$ cat config.mk
export PLATFORM = sky130hd
export DESIGN_NAME = tcr_top
export DESIGN_NICKNAME = d
export VERILOG_FILES = /design/src/logic/tcr_pkg.sv /design/src/logic/tcr_scan.sv /design/src/logic/tcr_top.sv
export VERILOG_INCLUDE_DIRS = /design/src /design/src/logic
export SDC_FILE = /design/constraint.sdc
export NUM_CORES = 1
export LEC_CHECK = 0
export BUFFER_PORTS_ARGS = -buffer_cell sky130_fd_sc_hd__buf_4
export CAP_MARGIN = 5
export CORE_MARGIN = 2
export CORE_UTILIZATION = 50
export CTS_BUF_LIST = sky130_fd_sc_hd__clkbuf_8
export DETAILED_ROUTE_END_ITERATION = 10
export PLACE_DENSITY = 0.8
export RECOVER_POWER = 50
export SLEW_MARGIN = 10
export SYNTH_ARGS = -nofsm -noshare
export SYNTH_HDL_FRONTEND = slang
export SYNTH_SLANG_ARGS = --single-unit
$ cat constraint.sdc
create_clock -name clk_in -period 1.3 [get_ports clk_in]
set_input_delay 0.065 -clock clk_in [delete_from_list [all_inputs] [get_ports clk_in]]
set_output_delay 0.065 -clock clk_in [all_outputs]
set_load 0.02 [all_outputs]
$ cat src/logic/tcr_defs.svh
// constants of the temperature capability and readout registers
`ifndef TCR_DEFS_SVH
`define TCR_DEFS_SVH

`define TCR_ADDR_W 6
`define TCR_DATA_W 16
`define TCR_TEMP_W 10

// register offsets
`define TCR_OFS_CAPS 6'h08
`define TCR_OFS_READOUT 6'h09
`define TCR_OFS_CTRL 6'h0a

// capabilities word fields
`define TCR_CAP_RESOLUTION 3'h1
`define TCR_CAP_NUM_BITS 3'h1
`define TCR_CAP_SIGNED 1'b1
`define TCR_CAP_RESULT_WORD_SIZE 1'b0
`define TCR_CAP_LOCAL_SENSOR_PRESENT 1'b1
`define TCR_CAP_NUM_REMOTES 3'h1
`define TCR_CAP_RESERVED 4'h0

// readout word field positions
`define TCR_RO_TEMP_LSB 6
`define TCR_RO_SENSOR_BIT 2
`define TCR_RO_FAULT_BIT 1

// control register bit positions
`define TCR_CTRL_ATE_BIT 0
`define TCR_CTRL_EN0_BIT 1
`define TCR_CTRL_EN1_BIT 2

// temperature code loaded on a diode fault (-256 degrees)
`define TCR_FAULT_CODE 10'h200

// reset values
`define TCR_RST_WORD 16'h0000
`define TCR_RST_CTRL 1'b0
`define TCR_RST_FLAG 1'b0

`endif

$ cat src/logic/tcr_pkg.sv
// types shared by the temperature readout block
package tcr_pkg;

    typedef enum logic [2:0] {
        TCR_SCAN_IDLE = 3'b001,
        TCR_SCAN_START = 3'b010,
        TCR_SCAN_WAIT = 3'b100
    } tcr_scan_state_e;

    typedef struct packed {
        tcr_scan_state_e state;
        logic sensor_index;
        logic next_index;
    } tcr_scan_s;

    typedef struct packed {
        logic attention_request_enable;
        logic local_sensor_enable;
        logic remote_sensor_enable;
        logic [15:0] readout;
        logic temp_result_ready_flag;
        logic temp_overrun_flag;
        logic attention;
        logic [15:0] rd_data;
        logic rd_valid;
    } tcr_regs_s;

endpackage

$ cat src/logic/tcr_scan.sv
// round-robin sensor scanner driving the converter
`timescale 1ns/100ps
`include "tcr_defs.svh"

module tcr_scan
    import tcr_pkg::*;
(
    // clock and reset
    input wire logic clk_in,
    input wire logic rst_n_in,
    // sensor enables
    input wire logic local_sensor_enable_in,
    input wire logic remote_sensor_enable_in,
    // converter handshake
    input wire logic conv_done_in,
    output logic conv_start_out,
    output logic conv_sensor_out,
    // result event
    output logic result_store_out,
    output logic result_sensor_out
);

    tcr_scan_s cur;
    tcr_scan_s nxt;

    // first enabled sensor at or after the given index, wrapping
    function automatic logic pick_sensor(input logic from_idx, input logic en0,
                                         input logic en1);
        if (from_idx == 1'b0) begin
            pick_sensor = en0 ? 1'b0 : 1'b1;
        end else begin
            pick_sensor = en1 ? 1'b1 : 1'b0;
        end
    endfunction

    always_comb begin
        nxt = cur;
        unique case (cur.state)
            TCR_SCAN_IDLE: begin
                if (local_sensor_enable_in || remote_sensor_enable_in) begin
                    nxt.sensor_index = pick_sensor(cur.next_index,
                        local_sensor_enable_in, remote_sensor_enable_in);
                    nxt.state = TCR_SCAN_START;
                end
            end
            TCR_SCAN_START: begin
                nxt.state = TCR_SCAN_WAIT;
            end
            TCR_SCAN_WAIT: begin
                if (conv_done_in) begin
                    // ascending order, sensor 1 wraps to sensor 0
                    nxt.next_index = ~cur.sensor_index;
                    nxt.state = TCR_SCAN_IDLE;
                end
            end
            default: begin
                nxt.state = TCR_SCAN_IDLE;
            end
        endcase
    end

    always_ff @(posedge clk_in or negedge rst_n_in) begin
        if (!rst_n_in) begin
            cur <= '{state: TCR_SCAN_IDLE, sensor_index: 1'b0, next_index: 1'b0};
        end else begin
            cur <= nxt;
        end
    end

    assign conv_start_out = (cur.state == TCR_SCAN_START);
    assign conv_sensor_out = cur.sensor_index;
    assign result_store_out = (cur.state == TCR_SCAN_WAIT) && conv_done_in;
    assign result_sensor_out = cur.sensor_index;

endmodule

$ cat src/logic/tcr_top.sv
// temperature capability and readout register function
//
// Functional notes
// - capabilities word is a fixed constant, writes never alter it
// - capabilities bits 2:0 read 001, half degree per step
// - capabilities bits 5:3 read 001, ten significant bits
// - capabilities bit 6 reads one, signed two's complement result
// - capabilities bit 7 reads zero, sixteen-bit readout word
// - capabilities bit 8 reads one, local sensor present
// - capabilities bits 11:9 read one remote sensor
// - capabilities bits 15:12 read zero
// - readout bits 0 and 5:3 zero; bit 1 zero for local results
// - readout bit 1 flags a remote measurement error
// - diode fault loads the -256 degree code into the temperature field
// - readout bit 2 gives sensor number, 0 local, 1 remote
// - readout bits 15:6 hold the left-justified ten-bit temperature
// - temperature code is two's complement, +255.5 to -256 degrees
// - new result sets ready flag; readout read clears ready and overrun
// - unread result is overwritten and overrun flag set
// - enabled sensors scanned ascending round-robin, disabled ones skipped
// - attention request on new result only when enabled
`timescale 1ns/100ps
`include "tcr_defs.svh"

module tcr_top
    import tcr_pkg::*;
(
    // clock and reset
    input wire logic clk_in,
    input wire logic rst_n_in,
    // register access from the serial bus engine
    input wire logic [5:0] reg_addr_in,
    input wire logic reg_rd_in,
    input wire logic reg_wr_in,
    input wire logic [15:0] reg_wr_data_in,
    output logic [15:0] reg_rd_data_out,
    output logic reg_rd_valid_out,
    // converter interface
    output logic conv_start_out,
    output logic conv_sensor_out,
    input wire logic conv_done_in,
    input wire logic [9:0] conv_temp_in,
    input wire logic conv_fault_in,
    // status toward the device status logic
    output logic temp_result_ready_flag_out,
    output logic temp_overrun_flag_out,
    output logic attention_request_out
);

    // reset release synchroniser
    logic rst_meta_n;
    logic rst_sync_n;

    always_ff @(posedge clk_in or negedge rst_n_in) begin
        if (!rst_n_in) begin
            rst_meta_n <= 1'b0;
            rst_sync_n <= 1'b0;
        end else begin
            rst_meta_n <= 1'b1;
            rst_sync_n <= rst_meta_n;
        end
    end

    // fixed capabilities word, bits 15 down to 0
    localparam logic [15:0] CAPS_WORD = {
        `TCR_CAP_RESERVED,
        `TCR_CAP_NUM_REMOTES,
        `TCR_CAP_LOCAL_SENSOR_PRESENT,
        `TCR_CAP_RESULT_WORD_SIZE,
        `TCR_CAP_SIGNED,
        `TCR_CAP_NUM_BITS,
        `TCR_CAP_RESOLUTION
    };

    tcr_regs_s cur;
    tcr_regs_s nxt;

    logic result_store;
    logic result_sensor;

    tcr_scan u_scan (
        .clk_in(clk_in),
        .rst_n_in(rst_sync_n),
        .local_sensor_enable_in(cur.local_sensor_enable),
        .remote_sensor_enable_in(cur.remote_sensor_enable),
        .conv_done_in(conv_done_in),
        .conv_start_out(conv_start_out),
        .conv_sensor_out(conv_sensor_out),
        .result_store_out(result_store),
        .result_sensor_out(result_sensor)
    );

    // pack one conversion into the readout layout
    function automatic logic [15:0] build_readout(input logic sensor,
                                                  input logic [9:0] temp,
                                                  input logic fault);
        logic remote_fault;
        logic [9:0] code;
        logic [15:0] word;
        remote_fault = sensor && fault;
        // a broken diode gives no usable reading, report the floor code
        code = remote_fault ? `TCR_FAULT_CODE : temp;
        word = 16'h0000;
        word[15:`TCR_RO_TEMP_LSB] = code;
        word[`TCR_RO_SENSOR_BIT] = sensor;
        word[`TCR_RO_FAULT_BIT] = remote_fault;
        build_readout = word;
    endfunction

    // register read mux; unmapped addresses read zero
    function automatic logic [15:0] read_mux(input logic [5:0] addr,
                                             input tcr_regs_s r);
        logic [15:0] ctrl_word;
        ctrl_word = 16'h0000;
        ctrl_word[`TCR_CTRL_ATE_BIT] = r.attention_request_enable;
        ctrl_word[`TCR_CTRL_EN0_BIT] = r.local_sensor_enable;
        ctrl_word[`TCR_CTRL_EN1_BIT] = r.remote_sensor_enable;
        case (addr)
            `TCR_OFS_CAPS: read_mux = CAPS_WORD;
            `TCR_OFS_READOUT: read_mux = r.readout;
            `TCR_OFS_CTRL: read_mux = ctrl_word;
            default: read_mux = 16'h0000;
        endcase
    endfunction

    logic readout_read;
    logic ctrl_write;

    assign readout_read = reg_rd_in && (reg_addr_in == `TCR_OFS_READOUT);
    // only the control word takes writes; capabilities and readout ignore them
    assign ctrl_write = reg_wr_in && (reg_addr_in == `TCR_OFS_CTRL);

    always_comb begin
        nxt = cur;
        nxt.rd_valid = reg_rd_in;
        nxt.attention = 1'b0;

        if (reg_rd_in) begin
            // captured before this edge's store, so the word is always whole
            nxt.rd_data = read_mux(reg_addr_in, cur);
        end

        if (ctrl_write) begin
            nxt.attention_request_enable = reg_wr_data_in[`TCR_CTRL_ATE_BIT];
            nxt.local_sensor_enable = reg_wr_data_in[`TCR_CTRL_EN0_BIT];
            nxt.remote_sensor_enable = reg_wr_data_in[`TCR_CTRL_EN1_BIT];
        end

        if (readout_read) begin
            nxt.temp_result_ready_flag = 1'b0;
            nxt.temp_overrun_flag = 1'b0;
        end

        if (result_store) begin
            // whole word replaced in one edge
            nxt.readout = build_readout(result_sensor, conv_temp_in,
                                        conv_fault_in);
            // set wins over a read in the same cycle
            nxt.temp_result_ready_flag = 1'b1;
            // a read in this very cycle consumed the old result in time
            if (cur.temp_result_ready_flag && !readout_read) begin
                nxt.temp_overrun_flag = 1'b1;
            end
            nxt.attention = cur.attention_request_enable;
        end
    end

    always_ff @(posedge clk_in or negedge rst_sync_n) begin
        if (!rst_sync_n) begin
            cur <= '{
                attention_request_enable: `TCR_RST_CTRL,
                local_sensor_enable: `TCR_RST_CTRL,
                remote_sensor_enable: `TCR_RST_CTRL,
                readout: `TCR_RST_WORD,
                temp_result_ready_flag: `TCR_RST_FLAG,
                temp_overrun_flag: `TCR_RST_FLAG,
                attention: 1'b0,
                rd_data: `TCR_RST_WORD,
                rd_valid: 1'b0
            };
        end else begin
            cur <= nxt;
        end
    end

    assign reg_rd_data_out = cur.rd_data;
    assign reg_rd_valid_out = cur.rd_valid;
    assign temp_result_ready_flag_out = cur.temp_result_ready_flag;
    assign temp_overrun_flag_out = cur.temp_overrun_flag;
    assign attention_request_out = cur.attention;

endmodule
# Word-level counts from Yosys, hierarchy flattened
# Index checks and enable logic that the tools add are counted.
[totals]
out_inout_bits = 22
mem_bits_ro = 0
input_bits = 38
mem_bits_rw = 0
memories = 0
latchBits = 0
ff_bits = 42
wordCells = 45
[op_classes]
mul = 0
eq_ne = 8
add_sub_neg = 0
shifts = 0
div_mod_pow = 0
n_reduce_logical = 11
n_mux = 11
magnitude_cmp = 0
bitwise = 1
[ops]
columns = ["op", "n"]
rows = [
  ["$pmux 16 s3", 1],
  ["$eq 6x4->1 const B", 3],
  ["$mux 10", 1],
  ["$pmux 3 s3", 1],
  ["$mux 3", 2],
  ["$reduce_and 2->1", 3],
  ["$logic_and 1x1->1", 5],
  ["$mux 1", 4],
  ["$mux 4", 1],
  ["$eq 3x1->1 const B", 1],
  ["$eq 3x2->1 const B", 1],
  ["$eq 3x3->1 const B", 1],
  ["$mux 2", 1],
  ["$ne 2x1->1 const B", 1],
  ["$ne 2x2->1 const B", 1],
  ["$reduce_bool 2->1", 1],
  ["$logic_not 1->1", 1],
  ["$logic_or 1x1->1", 1],
  ["$not 1->1", 1],
]

# Longest topological paths before layout
[depth]
ltp_word = 6
ltp_mapped = 4
depth_no_buf = 3

# By module
# A second synthesis with hierarchy kept.
[hier_totals]
hier_cells = 148
area_unflattened_um2 = 1721.7
[by_module_without_submodules]
columns = ["module", "cells_each", "area_per_inst_um2", "n_inst", "seq_area_each_um2"]
rows = [
  ["tcr_top", 129, 1463.9, 1, 875.8],
  ["tcr_scan", 19, 257.7, 1, 126.4],
]

# Least setup slack after synthesis
# Ideal clock, no wire load.
[synth_timing]
path_type = "reg2reg"
from = "register u_scan.cur[2] in the netlist's numbering"
to = "register cur[29] in the netlist's numbering"
path_stages_with_launch = 5
period_less_slack_ns = 1.242
t_arrival_ns = 1.121
n_path_buf = 1
setup_time_ns = 0.121
t_required_ns = 1.179
path_slack_ns = 0.058
path_cell_list = "dfstp_2 -> nand4bb_1 -> a21oi_1 -> buf_2 -> a22o_1"
[synth_between]
elab_chain_len = 2
[synth_lines]
columns = ["element", "line", "source"]
rows = [
  ["from (decl)", "tcr_scan.sv:23", "tcr_scan_s cur;"],
  ["from (signal assigned)", "tcr_scan.sv:64", "cur <= '{state: TCR_SCAN_IDLE, sensor_index: 1'b0, next_index: 1'b0};"],
  ["from (signal assigned)", "tcr_scan.sv:66", "cur <= nxt;"],
  ["$eq 3x3->1", "tcr_scan.sv:72", "assign result_store_out = (cur.state == TCR_SCAN_WAIT) && conv_done_in;"],
  ["$logic_and 1x1->1", "tcr_scan.sv:72", ""],
  ["to (signal assigned)", "tcr_top.sv:170", "cur <= '{"],
  ["to (signal assigned)", "tcr_top.sv:182", "cur <= nxt;"],
  ["to (decl)", "tcr_top.sv:75", "tcr_regs_s cur;"],
]
# Every way passes these cells.
# A chain may end at the register's enable or synchronous reset.

# Worst setup path in the final report
[layout_timing]
from = "register u_scan.cur[4] in the netlist's numbering"
to = "output port conv_start_out"
[layout_between]
elab_chain_len = 1
[layout_lines]
columns = ["element", "line", "source"]
rows = [
  ["$eq 3x2->1", "tcr_scan.sv:70", "assign conv_start_out = (cur.state == TCR_SCAN_START);"],
  ["to (decl)", "tcr_top.sv:39", "output logic conv_start_out,"],
]
# Every way passes these cells.

==> reports/metrics.cfg <==
[critical_path]
crit_type=reg -> out
slowest_delay_ps=460
worst-path-buf-inv=1
crit_family=flip-flops
path_cells=nand2b_1 -> nor2_1 -> buf_4
critPathArrivalTime_ps=1190
cp_max_fo=5
crit_path_top_delay_cell=dfrtp_1
crit_path_start_kind=flop
required_ps=1240
end_kind=output pin

[power_and_ir_drop]
netSwitchingPower_mw=0.774
pwr_density_cell_nw_per_um2=1380
seq_power_share_pct=49.4
p_sw_share_pct=25.6
comb_power_share_pct=15.8
peakVddDrop_mv=0.922
clkPwrFrac_pct=34.8
p_int_mw=2.25
leakagePower_nw=1.04

[placement]
placed_cells=214
place_hpwl_um=2430
place.gp.congestion=0.827
io_buffer_count=44
dpl_cell_area_um2=1960

[route]
drt_iter0_drc=27
drcViolationCount=0
routed_wl_um=3500
antenna_left=0
dr_total_vias=1227
wl_per_cell_um=15.0
dr.pass1.iters=4
routed_via_density=5.27

[global_route]
overflow=0
grt_pass1_vias=1185
grt_usage_pct=20.8
grt_pass1_wl_um=5510
grt_max_degree=18
antenna_found_initial=0

[logic_synthesis]
synth_enable_flop_cells=0
synth.avg_cell_area_um2=11.9
ys_async_sr_fraction_pct=100
yosysSeqAreaShare_pct=60.0
netlist_instances=140
yosysUniqueCellTypes=27
synth-main-ff-cell=dfrtp_1
synthesis.area_um2=1670
ys_warn_count=0
ys_seq_elements=40

[min_path]
hp-class=in -> reg

[clock_network]
max-clock-path-buffers=2
cts_tree=done
clk_latency_ps=290
numCtsBuffers=5
cts_setup_buffers=0
root_buffer=clkbuf_8
clk_pin_slew_ps=80
cts.htree.levels=2
cts.sinks=40

[finish]
regArea_um2=1000
finalInstanceArea_um2=2190
multi_input_area_um2=547
fillers=228
insertedDiodeCount=0
final_cells=233
area_delta_synth_final_pct=30.8
drive_above_1_share_pct=32.3
fin_nets=226

[run]
drv_cap=0

[timing]
min_period_ps=1260
setup_viol=0
fmax_mhz=794
tns_ps=0
slew_violations=0
timing.final.crit_share_pct=96.9
finalHoldViolations=0
fin_skew_ps=8.62

[floorplanning]
core_um2=3130
chipHeight_um=61.8
start_util_pct=53.4
io_pins=60
fp.dieW_um=61.8
std_cell_rows=20
dieArea_um2=3820

[run_status]
status=finished clean

-- what timing repair did --
action / 4_1_cts / 5_1_grt
hold buffers: 11 / 0
gates resized for setup: 0 / 3
endpoints found under the setup margin: 0 / 6
hold endpoints to repair: 12 / 0
-- power by group through the flow --
stage / combinational [mW] / clock, mW / sequential [mW]
final: 0.477 / 1.05 / 1.49
after global routing: 0.517 / 1.13 / 1.52
after CTS: 0.458 / 1.07 / 1.48
after detailed placement: 0.429 / 0 / 1.50
after global placement: 0.417 / 0 / 1.49
after floorplan: 0.218 / 0 / 1.52
-- registers in the layout, summed over array words and instances (netlist names) --
signal,flops
cur,15
rst_sync_n,1
attention_request_out,1
reg_rd_valid_out,1
temp_overrun_flag_out,1
u_scan.cur,4
temp_result_ready_flag_out,1
reg_rd_data_out,14
rst_meta_n,1
u_scan.conv_sensor_out,1
-- final cells by class --
class | count | share of cell area, %
Sequential cell | 40 | 45.8
Multi-Input combinational cell | 77 | 25.0
Timing Repair Buffer | 60 | 20.4
Clock buffer | 6 | 3.78
Tap cell | 44 | 2.52
Clock inverter | 2 | 1.77
Inverter | 4 | 0.686
-- placed cells by master, fill, tap and decap left out, types with 2 or more instances in the layout --
cell,n
a21oi_1,5
a22o_1,10
a22oi_1,2
a31oi_1,2
buf_4,40
clkbuf_1,7
clkbuf_2,2
clkbuf_8,6
conb_1,3
dfrtp_1,39
dlygate4sd3_1,11
inv_1,4
mux2_2,3
nand2_1,14
nand2b_1,3
nor2_1,6
nor2b_1,2
o21ai_0,4
o2bb2ai_1,13
-- stage by stage --
| step | power [mW] | utilization (%) | worst slack [ps] | hold WS (ps) |
|---|---|---|---|---|
| 2_1_floorplan | 1.74 | - | 58.1 | -231 |
| 3_3_place_gp | 1.91 | 62.7 | 103 | -151 |
| 3_5_place_dp | 1.93 | 62.7 | 67.7 | -151 |
| 4_1_cts | 3.00 | 70.1 | 49.5 | 1.89 |
| 5_1_grt | 3.16 | 69.9 | -2.09 | 5.41 |
| 6_report | 3.03 | 69.9 | 40.7 | 12.2 |
-- final timing paths --
check	start	to	slack [ps]	depth (start not counted)
max	u_scan.cur[4]	conv_start_out	40	3
min	reg_wr_data_in[2]	cur[36]	10	2
max reg2reg	u_scan.cur[4]	u_scan.cur[2]	60	3
min reg2reg	rst_sync_n	u_scan.cur[3]	160	0
max in group asynchronous	rst_sync_n	reg_rd_data_out[15]	410	1
min in group asynchronous	rst_n_in	rst_meta_n	100	2
-- cells by family (layout without fill, tap and decap cells) --
| logic type | after synthesis | in the layout | synth area share, % |
|---|---|---|---|
| flip-flops | 40 | 40 | 60.0 |
| AO/OA/AOI/OAI | 39 | 39 | 17.6 |
| AND/OR/NAND/NOR | 32 | 32 | 10.9 |
| buffers and inverters | 24 | 72 | 9.06 |
| multiplexers | 3 | 3 | 2.02 |
| other | 2 | 3 | 0.449 |
-- Yosys cell counts, types with 2 or more instances --
library cell / count / area share [%]
a22o_1: 10 / 5.2
nor2b_1: 2 / 0.75
a21oi_1: 6 / 1.8
nand2b_1: 3 / 1.1
a22oi_1: 2 / 0.90
conb_1: 2 / 0.45
nand2_1: 14 / 3.1
nor2_1: 6 / 1.3
o2bb2ai_1: 13 / 6.8
dfrtp_1: 39 / 58
inv_1: 4 / 0.90
mux2_2: 3 / 2.0
buf_4: 16 / 7.2
o21ai_0: 4 / 1.2
clkbuf_1: 3 / 0.67
a31oi_1: 2 / 0.75
-- metal layers --
metal	global-route usage [%]	part of all wire, %
met5	0	0
met4	10.6	0.94
met3	6.42	5.1
met2	32.8	52
met1	26.1	42
No activity file was read; power rests on OpenSTA's default activity.
